--- config.mk ---
export PLATFORM = sky130hd
export DESIGN_NAME = ctf_top
export DESIGN_NICKNAME = d
export VERILOG_FILES = /design/src/ctf_pkg.sv /design/src/ctf_top.sv
export SDC_FILE = /design/constraint.sdc
export NUM_CORES = 2
export LEC_CHECK = 0
export BUFFER_PORTS_ARGS = -buffer_cell sky130_fd_sc_hd__buf_2
export CAP_MARGIN = 15
export CORE_MARGIN = 2
export CORE_UTILIZATION = 40
export CTS_BUF_LIST = sky130_fd_sc_hd__clkbuf_4 sky130_fd_sc_hd__clkbuf_8
export CTS_CLUSTER_SIZE = 30
export DETAILED_ROUTE_END_ITERATION = 8
export PLACE_DENSITY = 0.56
export SYNTH_ARGS = -nofsm -noshare
export SYNTH_HDL_FRONTEND = slang
export SYNTH_SLANG_ARGS = --single-unit
export TNS_END_PERCENT = 10
--- constraint.sdc ---
create_clock -name clk_sys -period 5.1 [get_ports clk_sys]
set_clock_uncertainty 0.05 [all_clocks]
set_input_delay 0 -clock clk_sys [delete_from_list [all_inputs] [get_ports clk_sys]]
set_output_delay 0 -clock clk_sys [all_outputs]
set_load 0.02 [all_outputs]
--- src/ctf_pkg.sv ---
// ctf_pkg: constants, carriers and state type of the can tx, filter and irq block
package ctf_pkg;
  // =====================================================
  // sizes and address map (byte addresses, one word each)
  localparam int NBUF = 3;
  localparam int NBYTE = 13;
  localparam int RANK = 13; // rank byte sits behind the 13 frame bytes
  localparam int RG_LO = 6;
  localparam int OF_LO = 2;
  localparam logic [8:0] A_RXF = 9'h000;
  localparam logic [8:0] A_RIE = 9'h004;
  localparam logic [8:0] A_TXF = 9'h008;
  localparam logic [8:0] A_TXC = 9'h00c;
  localparam logic [8:0] A_FLT = 9'h010;
  localparam logic [8:0] A_PAT = 9'h014;
  localparam logic [8:0] A_MSK = 9'h018;
  localparam logic [8:0] A_ERR = 9'h01c;
  localparam logic [2:0] R_TX0 = 3'h1; // tx buffers in regions 1..3
  localparam logic [2:0] R_FG = 3'h4; // foreground rx buffer
  // =====================================================
  // error counter limits
  localparam logic [8:0] LIM_WARN = 9'h060;
  localparam logic [8:0] LIM_PASS = 9'h07f;
  localparam logic [8:0] LIM_BOFF = 9'h0ff;
  // =====================================================
  // bit positions of flag/enable bytes and irq outputs
  localparam int F_RXF = 0;
  localparam int F_OVR = 1;
  localparam int F_BOFF = 2;
  localparam int F_TPAS = 3;
  localparam int F_RPAS = 4;
  localparam int F_TWRN = 5;
  localparam int F_RWRN = 6;
  localparam int F_WUP = 7;
  localparam int I_WUP = 0;
  localparam int I_ERR = 1;
  localparam int I_RX = 2;
  localparam int I_TX = 3;
  localparam int TXIE_LO = 4;
  localparam int HIT_LO = 8;
  localparam int TEC_LO = 16;
  // =====================================================
  // types
  typedef enum logic [1:0] {M_SINGLE = 2'h0, M_DUAL = 2'h1, M_QUAD = 2'h2} ctf_mode_t;
  typedef enum logic [1:0] {T_IDLE = 2'b01, T_BUSY = 2'b10} ctf_tx_t;
  typedef struct packed {
    logic arb;
    logic done;
    logic err;
    logic [3:0] raddr;
  } ctf_txin_t;
  typedef struct packed {
    logic sof;
    logic wr;
    logic [3:0] waddr;
    logic [7:0] wdata;
    logic eof;
    logic own;
  } ctf_rxin_t;
  typedef struct packed {
    logic [8:0] rec;
    logic [8:0] tec;
    logic sleep;
    logic act;
    logic gie;
  } ctf_stat_t;
  typedef struct packed {
    logic [NBUF-1:0][RANK:0][7:0] tb;
    logic [NBUF-1:0] tx_empty_flag;
    logic [NBUF-1:0] abr;
    logic [NBUF-1:0] abk;
    logic [NBUF-1:0] txie;
    ctf_tx_t tst;
    logic [1:0] cur;
    logic [NBYTE-1:0][7:0] bg;
    logic [NBYTE-1:0][7:0] fg;
    logic bgf;
    logic drop;
    logic [1:0] hit;
    logic [1:0] bghit;
    logic [7:0] fl;
    logic [7:0] ie;
    ctf_mode_t mode;
    logic [31:0] pat;
    logic [31:0] msk;
    logic epas;
    logic boff;
    logic [3:0] irq;
    logic ack;
    logic [31:0] rdat;
    logic [7:0] tbyte;
  } ctf_st_t;
endpackage : ctf_pkg

--- src/ctf_top.sv ---
// ctf_top: tx buffering, acceptance filter and interrupt flags of a can node
// =====================================================
// What this block does
// - three tx buffers of thirteen bytes each
// - successful send sets empty flag and irq
// - smallest 8-bit rank among pending wins
// - selection repeats on every arbitration entry
// - abort granted unless buffer is being sent
// - abort_ack shows aborted one, sent zero
// - single mode matches full 32-bit pattern
// - dual mode: two 16-bit filters
// - quad mode: four 8-bit filters
// - mask bits set exclude pattern bits
// - only hit copies frame, sets full flag
// - lowest matching filter number reported
// - four irq outputs from eleven sources
// - local enables plus global mask gate sources
// - receive irq right after accepted frame end
// - bus activity in sleep sets wakeup flag
// - warning flags at error count 96
// - passive flags and state above 127
// - bus-off flag and state above 255
// - write one clears, not while cause persists
// - both rx buffers full: discard, overrun
//
// Our own choices: the register offsets and the Wishbone interface to the registers.
`timescale 1ns/1ns
module ctf_top (
  input wire logic clk_sys,
  input wire logic rst_n,
  input wire logic wb_cyc_i,
  input wire logic wb_stb_i,
  input wire logic wb_we_i,
  input wire logic [8:0] wb_adr_i,
  input wire logic [3:0] wb_sel_i,
  input wire logic [31:0] wb_dat_i,
  output logic [31:0] wb_dat_o,
  output logic wb_ack_o,
  input wire ctf_pkg::ctf_txin_t txin,
  input wire ctf_pkg::ctf_rxin_t rxin,
  input wire ctf_pkg::ctf_stat_t stat,
  output logic tx_pending,
  output logic tx_active,
  output logic [1:0] tx_buf,
  output logic [7:0] tx_byte,
  output logic irq_wakeup,
  output logic irq_error,
  output logic irq_rx,
  output logic irq_tx,
  output logic err_passive,
  output logic bus_off
);
  // =====================================================
  // state and helpers
  ctf_pkg::ctf_st_t st_r;
  ctf_pkg::ctf_st_t st_nxt;
  logic req;
  logic wr;
  logic [31:0] be;
  logic [31:0] wd;
  logic [31:0] rmux;
  logic [7:0] clr_rx;
  logic [2:0] clr_tx;
  logic [2:0] pend;
  logic [2:0] rg;
  logic [3:0] ro;
  logic [1:0] rb;
  logic found;
  logic [1:0] selb;
  logic [7:0] best;
  logic [31:0] id;
  logic [3:0] fhit;
  logic sgl;
  logic anyhit;
  logic [1:0] hidx;

  assign req = wb_cyc_i & wb_stb_i;
  assign wr = st_r.ack & req & wb_we_i;
  assign be = {{8{wb_sel_i[3]}}, {8{wb_sel_i[2]}}, {8{wb_sel_i[1]}}, {8{wb_sel_i[0]}}};
  assign wd = wb_dat_i & be;
  assign rg = wb_adr_i[ctf_pkg::RG_LO +: 3];
  assign ro = wb_adr_i[ctf_pkg::OF_LO +: 4];
  assign rb = 2'(rg[1:0] - 2'h1);
  // aborting buffers are not offered, so the abort can win the race
  assign pend = ~st_r.tx_empty_flag & ~st_r.abr;

  // =====================================================
  // acceptance filter on the first four identifier bytes
  assign id = {st_r.bg[0], st_r.bg[1], st_r.bg[2], st_r.bg[3]};
  assign sgl = &(~(id ^ st_r.pat) | st_r.msk);
  generate
    for (genvar k = 0; k < 4; k++) begin : g_flt
      logic q;
      logic d;
      // quad filter k looks at the first identifier byte only
      assign q = &(~(id[31:24] ^ st_r.pat[31-8*k -: 8]) | st_r.msk[31-8*k -: 8]);
      if (k < 2) begin : g_dual
        assign d = &(~(id[31:16] ^ st_r.pat[31-16*k -: 16]) | st_r.msk[31-16*k -: 16]);
      end else begin : g_nodual
        assign d = 1'b0;
      end
      assign fhit[k] = (st_r.mode == ctf_pkg::M_SINGLE) ? ((k == 0) && sgl) :
                       (st_r.mode == ctf_pkg::M_DUAL) ? d : q;
    end
  endgenerate
  assign anyhit = |fhit;
  // lowest filter wins, binary coded
  assign hidx = fhit[0] ? 2'h0 : fhit[1] ? 2'h1 : fhit[2] ? 2'h2 : 2'h3;

  // =====================================================
  // local rank selection, ties go to the lower buffer
  always_comb begin
    found = 1'b0;
    selb = 2'h0;
    best = 8'hff;
    for (int b = 0; b < ctf_pkg::NBUF; b++) begin
      if (pend[b] && (!found || st_r.tb[b][ctf_pkg::RANK] < best)) begin
        found = 1'b1;
        selb = 2'(b);
        best = st_r.tb[b][ctf_pkg::RANK];
      end
    end
  end

  // =====================================================
  // register read mux, unmapped words read zero
  always_comb begin
    rmux = 32'h0;
    case (wb_adr_i)
      ctf_pkg::A_RXF: rmux[7:0] = st_r.fl;
      ctf_pkg::A_RIE: rmux[7:0] = st_r.ie;
      ctf_pkg::A_TXF: rmux[6:0] = {st_r.abk, 1'b0, st_r.tx_empty_flag};
      ctf_pkg::A_TXC: rmux[6:0] = {st_r.txie, 1'b0, st_r.abr};
      ctf_pkg::A_FLT: begin
        rmux[1:0] = st_r.mode;
        rmux[ctf_pkg::HIT_LO +: 2] = st_r.hit;
      end
      ctf_pkg::A_PAT: rmux = st_r.pat;
      ctf_pkg::A_MSK: rmux = st_r.msk;
      ctf_pkg::A_ERR: begin
        rmux[8:0] = stat.rec;
        rmux[ctf_pkg::TEC_LO +: 9] = stat.tec;
      end
      default: begin
        if (rg >= ctf_pkg::R_TX0 && rg < ctf_pkg::R_FG && ro <= ctf_pkg::RANK) begin
          rmux[7:0] = st_r.tb[rb][ro];
        end else if (rg == ctf_pkg::R_FG && ro < ctf_pkg::NBYTE) begin
          rmux[7:0] = st_r.fg[ro];
        end
      end
    endcase
  end

  // =====================================================
  // next state
  always_comb begin
    st_nxt = st_r;
    clr_rx = 8'h0;
    clr_tx = 3'h0;
    // one wait state: ack in the cycle after the request is seen
    st_nxt.ack = req & ~st_r.ack;
    if (req && !st_r.ack) begin
      st_nxt.rdat = rmux;
    end
    // writes land on the edge where the master samples ack
    if (wr) begin
      case (wb_adr_i)
        ctf_pkg::A_RXF: clr_rx = wd[7:0];
        ctf_pkg::A_RIE: st_nxt.ie = wd[7:0];
        ctf_pkg::A_TXF: clr_tx = wd[2:0];
        ctf_pkg::A_TXC: begin
          st_nxt.abr = st_r.abr | wd[2:0];
          st_nxt.txie = wd[ctf_pkg::TXIE_LO +: 3];
        end
        ctf_pkg::A_FLT: begin
          if (wd[1:0] != 2'h3) begin
            st_nxt.mode = ctf_pkg::ctf_mode_t'(wd[1:0]);
          end
        end
        ctf_pkg::A_PAT: st_nxt.pat = (st_r.pat & ~be) | wd;
        ctf_pkg::A_MSK: st_nxt.msk = (st_r.msk & ~be) | wd;
        default: begin
          // a scheduled buffer is frozen so a frame cannot change in flight
          if (rg >= ctf_pkg::R_TX0 && rg < ctf_pkg::R_FG && ro <= ctf_pkg::RANK
              && st_r.tx_empty_flag[rb]) begin
            st_nxt.tb[rb][ro] = wd[7:0];
          end
        end
      endcase
    end

    // tx scheduling; host clears first so device sets win
    st_nxt.tx_empty_flag = st_r.tx_empty_flag & ~clr_tx;
    st_nxt.abk = st_r.abk & ~clr_tx;
    unique case (st_r.tst)
      ctf_pkg::T_IDLE: begin
      end
      ctf_pkg::T_BUSY: begin
        if (txin.done) begin
          st_nxt.tx_empty_flag[st_r.cur] = 1'b1;
          st_nxt.abk[st_r.cur] = 1'b0;
          st_nxt.abr[st_r.cur] = 1'b0;
          st_nxt.tst = ctf_pkg::T_IDLE;
        end else if (txin.err) begin
          st_nxt.tst = ctf_pkg::T_IDLE;
        end
      end
    endcase
    // every arbitration entry, retries included, picks afresh
    if (txin.arb && found) begin
      st_nxt.cur = selb;
      st_nxt.tst = ctf_pkg::T_BUSY;
    end
    // abort grant, refused while that buffer is on the bus
    for (int b = 0; b < ctf_pkg::NBUF; b++) begin
      if (st_r.abr[b]) begin
        if (st_r.tx_empty_flag[b]) begin
          st_nxt.abr[b] = 1'b0;
        end else if (!(st_r.tst == ctf_pkg::T_BUSY && st_r.cur == 2'(b))) begin
          st_nxt.tx_empty_flag[b] = 1'b1;
          st_nxt.abk[b] = 1'b1;
          st_nxt.abr[b] = 1'b0;
        end
      end
    end
    if (txin.raddr <= ctf_pkg::RANK) begin
      st_nxt.tbyte = st_r.tb[st_r.cur][txin.raddr];
    end

    // receive path
    st_nxt.fl = st_r.fl & ~clr_rx;
    if (rxin.sof) begin
      st_nxt.drop = st_r.bgf; // bg only stays full while fg is full
      if (st_r.bgf) begin
        st_nxt.fl[ctf_pkg::F_OVR] = 1'b1;
      end
    end
    if (rxin.wr && !st_r.drop && !st_r.bgf && rxin.waddr < ctf_pkg::NBYTE) begin
      st_nxt.bg[rxin.waddr] = rxin.wdata;
    end
    // own frames are never promoted; a held bg frame moves up once fg frees
    if (rxin.eof && !st_r.drop && !st_r.bgf && !rxin.own && anyhit) begin
      if (st_nxt.fl[ctf_pkg::F_RXF]) begin
        st_nxt.bgf = 1'b1;
        st_nxt.bghit = hidx;
      end else begin
        st_nxt.fg = st_r.bg;
        st_nxt.fl[ctf_pkg::F_RXF] = 1'b1;
        st_nxt.hit = hidx;
      end
    end else if (st_r.bgf && !st_nxt.fl[ctf_pkg::F_RXF]) begin
      st_nxt.fg = st_r.bg;
      st_nxt.fl[ctf_pkg::F_RXF] = 1'b1;
      st_nxt.hit = st_r.bghit;
      st_nxt.bgf = 1'b0;
    end

    // level causes re-set their flags each cycle, so a clear cannot stick
    if (stat.sleep && stat.act) begin
      st_nxt.fl[ctf_pkg::F_WUP] = 1'b1;
    end
    if (stat.rec >= ctf_pkg::LIM_WARN) begin
      st_nxt.fl[ctf_pkg::F_RWRN] = 1'b1;
    end
    if (stat.tec >= ctf_pkg::LIM_WARN) begin
      st_nxt.fl[ctf_pkg::F_TWRN] = 1'b1;
    end
    if (stat.rec > ctf_pkg::LIM_PASS) begin
      st_nxt.fl[ctf_pkg::F_RPAS] = 1'b1;
    end
    if (stat.tec > ctf_pkg::LIM_PASS) begin
      st_nxt.fl[ctf_pkg::F_TPAS] = 1'b1;
    end
    if (stat.tec > ctf_pkg::LIM_BOFF) begin
      st_nxt.fl[ctf_pkg::F_BOFF] = 1'b1;
    end
    st_nxt.epas = (stat.rec > ctf_pkg::LIM_PASS) | (stat.tec > ctf_pkg::LIM_PASS);
    st_nxt.boff = stat.tec > ctf_pkg::LIM_BOFF;

    // eleven sources onto four lines
    st_nxt.irq[ctf_pkg::I_WUP] = stat.gie & st_nxt.fl[ctf_pkg::F_WUP]
                                 & st_nxt.ie[ctf_pkg::F_WUP];
    st_nxt.irq[ctf_pkg::I_ERR] = stat.gie
      & |(st_nxt.fl[ctf_pkg::F_RWRN:ctf_pkg::F_OVR] & st_nxt.ie[ctf_pkg::F_RWRN:ctf_pkg::F_OVR]);
    st_nxt.irq[ctf_pkg::I_RX] = stat.gie & st_nxt.fl[ctf_pkg::F_RXF]
                                & st_nxt.ie[ctf_pkg::F_RXF];
    st_nxt.irq[ctf_pkg::I_TX] = stat.gie & |(st_nxt.tx_empty_flag & st_nxt.txie);

    if (!rst_n) begin
      st_nxt = '0;
      st_nxt.tx_empty_flag = '1;
      st_nxt.tst = ctf_pkg::T_IDLE;
      st_nxt.mode = ctf_pkg::M_SINGLE;
    end
  end

  // single state register, reset folded into st_nxt
  always_ff @(posedge clk_sys) begin
    st_r <= st_nxt;
  end

  // =====================================================
  // outputs
  assign wb_ack_o = st_r.ack;
  assign wb_dat_o = st_r.rdat;
  assign tx_pending = |pend;
  assign tx_active = st_r.tst == ctf_pkg::T_BUSY;
  assign tx_buf = st_r.cur;
  assign tx_byte = st_r.tbyte;
  assign irq_wakeup = st_r.irq[ctf_pkg::I_WUP];
  assign irq_error = st_r.irq[ctf_pkg::I_ERR];
  assign irq_rx = st_r.irq[ctf_pkg::I_RX];
  assign irq_tx = st_r.irq[ctf_pkg::I_TX];
  assign err_passive = st_r.epas;
  assign bus_off = st_r.boff;
endmodule : ctf_top

==> out/metrics.yaml <==
synth:
  synth_top_family_by_area: "multiplexers"
  ys_seq_elements: 695
  netlist_instances: 3687
  synth_area_leaders: "dfxtp_1 (40%), mux2i_1 (22%), nor2_1 (8.3%), mux4_2 (5.6%), a21oi_1 (2.5%)"
  async_reset_ff_share_pct: 0
  synth_cell_types: 65
  synth_edf_count: 0
  ys_seq_area_share_pct: 40.3
  netlist_area_um2: 34600
  yosys_warnings: 0
  synth.largest_area_cell: "dfxtp_1"
  synth_top_area_share_pct: 40.3
  synthSimpleGateAreaFrac_pct: 14.6
  yosys_most_used_dff: "dfxtp_1"
  synth.mux.area_fraction_pct: 27.9
  synthAdderAreaFrac_pct: 0.652
  synth_xor_area_share_pct: 1.62
  avgSynthCellArea_um2: 9.37
  synth_compound_area_share_pct: 9.83
  syn_nets: 3799
floorplan:
  die_y_um: 298
  core_area_um2: 85400
  die_w_um: 298
  initial_core_util_pct: 40.5
  die_area_um2: 88800
  ios: 145
  row_count: 107
routing:
  postRouteWirelength_um: 117000
  drt_iter0_markers: 2918
  dr_total_vias: 28900
  viasPerCell: 5.70
  drtPass1Iterations: 7
  wl_per_cell_um: 23.0
  antenna_left: 0
  drt_drc_violations_left: 0
power:
  p_int_uw: 8880
  power_uw: 11900
  p_clk_share_pct: 45.9
  p_sw_share_pct: 25.1
  p_leak_uw: 0.0171
  p_comb_share_pct: 7.9
  power.switching_uw: 2980
  power_density_nw_per_um2: 297
  ir_worst_vdd_v: 0.000230
  seqPwrFrac_pct: 46.3
clocking:
  htree_levels: 3
  clk_pin_slew_ps: 70
  cts_sinks: 695
  cts_root_buf: "clkbuf_8"
  cts_resized: 0
  cts_buffers: 116
  clock_latency_ps: 780
  cts_tree: "done"
  ctsLongestPathBuffers: 3
global_routing:
  grt_pass1_wl_um: 176000
  antenna_found_initial: 5
  grt_max_degree: 224
  grt.total_usage_pct: 25.5
  grt_pass1_vias: 27500
  overflow: 0
worst_setup_path:
  r2r_cells: 17
  worstPathMaxFanout: 16
  startpoint_type: "flop"
  cp.arrival_ps: 5330
  path_class: "flop to flop"
  endpoint_kind: "flop"
  required_ps: 5770
layout:
  final_cells: 5064
  final_layout_size_suffix_gt1_share_pct: 15.3
  synthToLayoutAreaGrowth_pct: 15.6
  finalNetCount: 3936
  fillers: 8304
timing:
  tns_ps: 0
  hold_viol_final: 0
  finalSetupViolCount: 0
  finalCriticalPeriod_ps: 4660
  slew_viol_final: 0
  setup_ws_ps: 444
  fin_hold_ws_ps: 57.5
  clock.fmax_mhz: 215
  rsz0062_at_grt: "no"
  slew_headroom_pct: 14.4
  finalCritPeriodShare_pct: 91.3
  worstMarginPinSlew_ps: 1280
placement:
  port_buffers: 144
  dp_hpwl_um: 74700
  dpl_worst_slack_ps: 984
  gp_congestion: 0.912
  placedCellCount: 4693
worst_hold_path:
  min_path_type: "primary input to flop"
  hold_depth: 4
run_status:
  outcome: "complete, no violations"
flow_run:
  max_cap_violations: 0
==> sequential cells by signal, indices dropped and copies added, names as in the netlist, named ones only <==
name	count
bus_off	1
err_passive	1
id	32
tx_byte	8
irq_rx	1
st_r	550
tx_buf	2
wb_dat_o	32
irq_tx	1
irq_error	1
irq_wakeup	1
wb_ack_o	1
==> routing by layer <==
metal / track usage (%) / up-vias / share of wire, % / routed length [um]
met3: 4.14 / 206 / 6.9 / 8020
li1: - / 13300 / - / -
met1: 36.0 / 14200 / 45 / 53100
met4: 8.57 / 2 / 2.8 / 3310
met2: 39.4 / 1092 / 45 / 52300
met5: 0 / - / 0.011 / 13
==> cells by family after synthesis <==
family	after synthesis
DFF	695
AOI/OAI and AO/OA	528
and+or+nand+nor	1159
buffers and inverters	370
muxes	853
xor gates and xnor gates	64
adders and majority gates	18
==> cells in the mapped netlist, drive strengths merged (3+ instances only) <==
library cell	n
xnor2	64
nor2b	9
a211oi	53
and2	17
o221ai	7
nand3	123
a22o	7
a211o	16
nor4	5
or2	3
and3	11
a22oi	27
o2111ai	3
a21oi	174
o211ai	17
o22ai	64
nand2	169
mux2i	755
a221oi	22
nand2b	16
mux2	12
buf	145
nor3	24
nand4	15
a311oi	17
mux4	86
inv	12
o21ai	87
dfxtp	695
nor2	761
a31oi	6
ha	18
a222oi	11
clkbuf	213
==> through the flow <==
stage | util, % | instance area [um^2]
floorplan | - | 34600
global placement | 41.9 | 35800
detailed placement | 41.9 | 35800
CTS | 46.8 | 39900
global route | 46.8 | 40000
finish | 46.8 | 40000
==> final timing paths <==
kind	endpoint	slack [ps]	from
setup / recovery	tx_buf[1]	440	st_r[356]
hold / removal	flop	60	wb_dat_i[6]
setup reg to reg	tx_buf[1]	440	st_r[356]
hold reg to reg	wb_dat_o[2]	410	wb_dat_o[2]
==> power groups by stage <==
stage	Sequential, uW	Clock (uW)	Combinational [uW]
final	5490	5440	933
after global placement	5600	0	840
after CTS	5490	5540	923
after floorplan	5600	0	582
after global routing	5490	5790	980
after detailed placement	5600	0	842
==> critical path: stages (launching register included) <==
cell and delay (ps):
dfxtp_1 360, or2_2 410, nor2_1 190, ha_1 270, a211o_1 300, a21oi_1 100, o21ai_0 110, a221oi_1 350
o21ai_1 350, o21ai_0 310, ha_1 280, a21o_1 160, a21o_1 160, a21oi_1 140, o21ai_0 90, a41o_1 230
o21ai_0 180, dlygate4sd3_1 570
==> area by class of cell <==
cell class | instances | area (um^2) | area share [%]
diodes | 4 | 10.0 | 0.0250
clock buffers | 187 | 2340 | 5.85
clock inverters | 23 | 231 | 0.579
inverters | 12 | 52.6 | 0.132
multi-input cells | 2622 | 19000 | 47.5
flip-flops and latches | 695 | 13900 | 34.8
well taps | 1144 | 1430 | 3.58
repair buffers | 377 | 3010 | 7.53
==> layout by cell type (no fill, tap or decap), types with 53 or more instances in the layout <==
cell	instances
mux2i_1	755
nor2_1	749
dfxtp_1	693
a21oi_1	174
nand2_1	169
dlygate4sd3_1	157
clkbuf_8	149
buf_2	142
nand3_1	90
mux4_2	86
o21ai_0	85
buf_4	66
xnor2_1	64
o22ai_1	64
a211oi_1	53
==> repair_timing <==
item / CTS / global route
setup buffers: 0 / 0
endpoints found under the hold margin: 304 / 0
hold buffers: 157 / 0
Note: power is estimated with default switching activity, not from simulation.
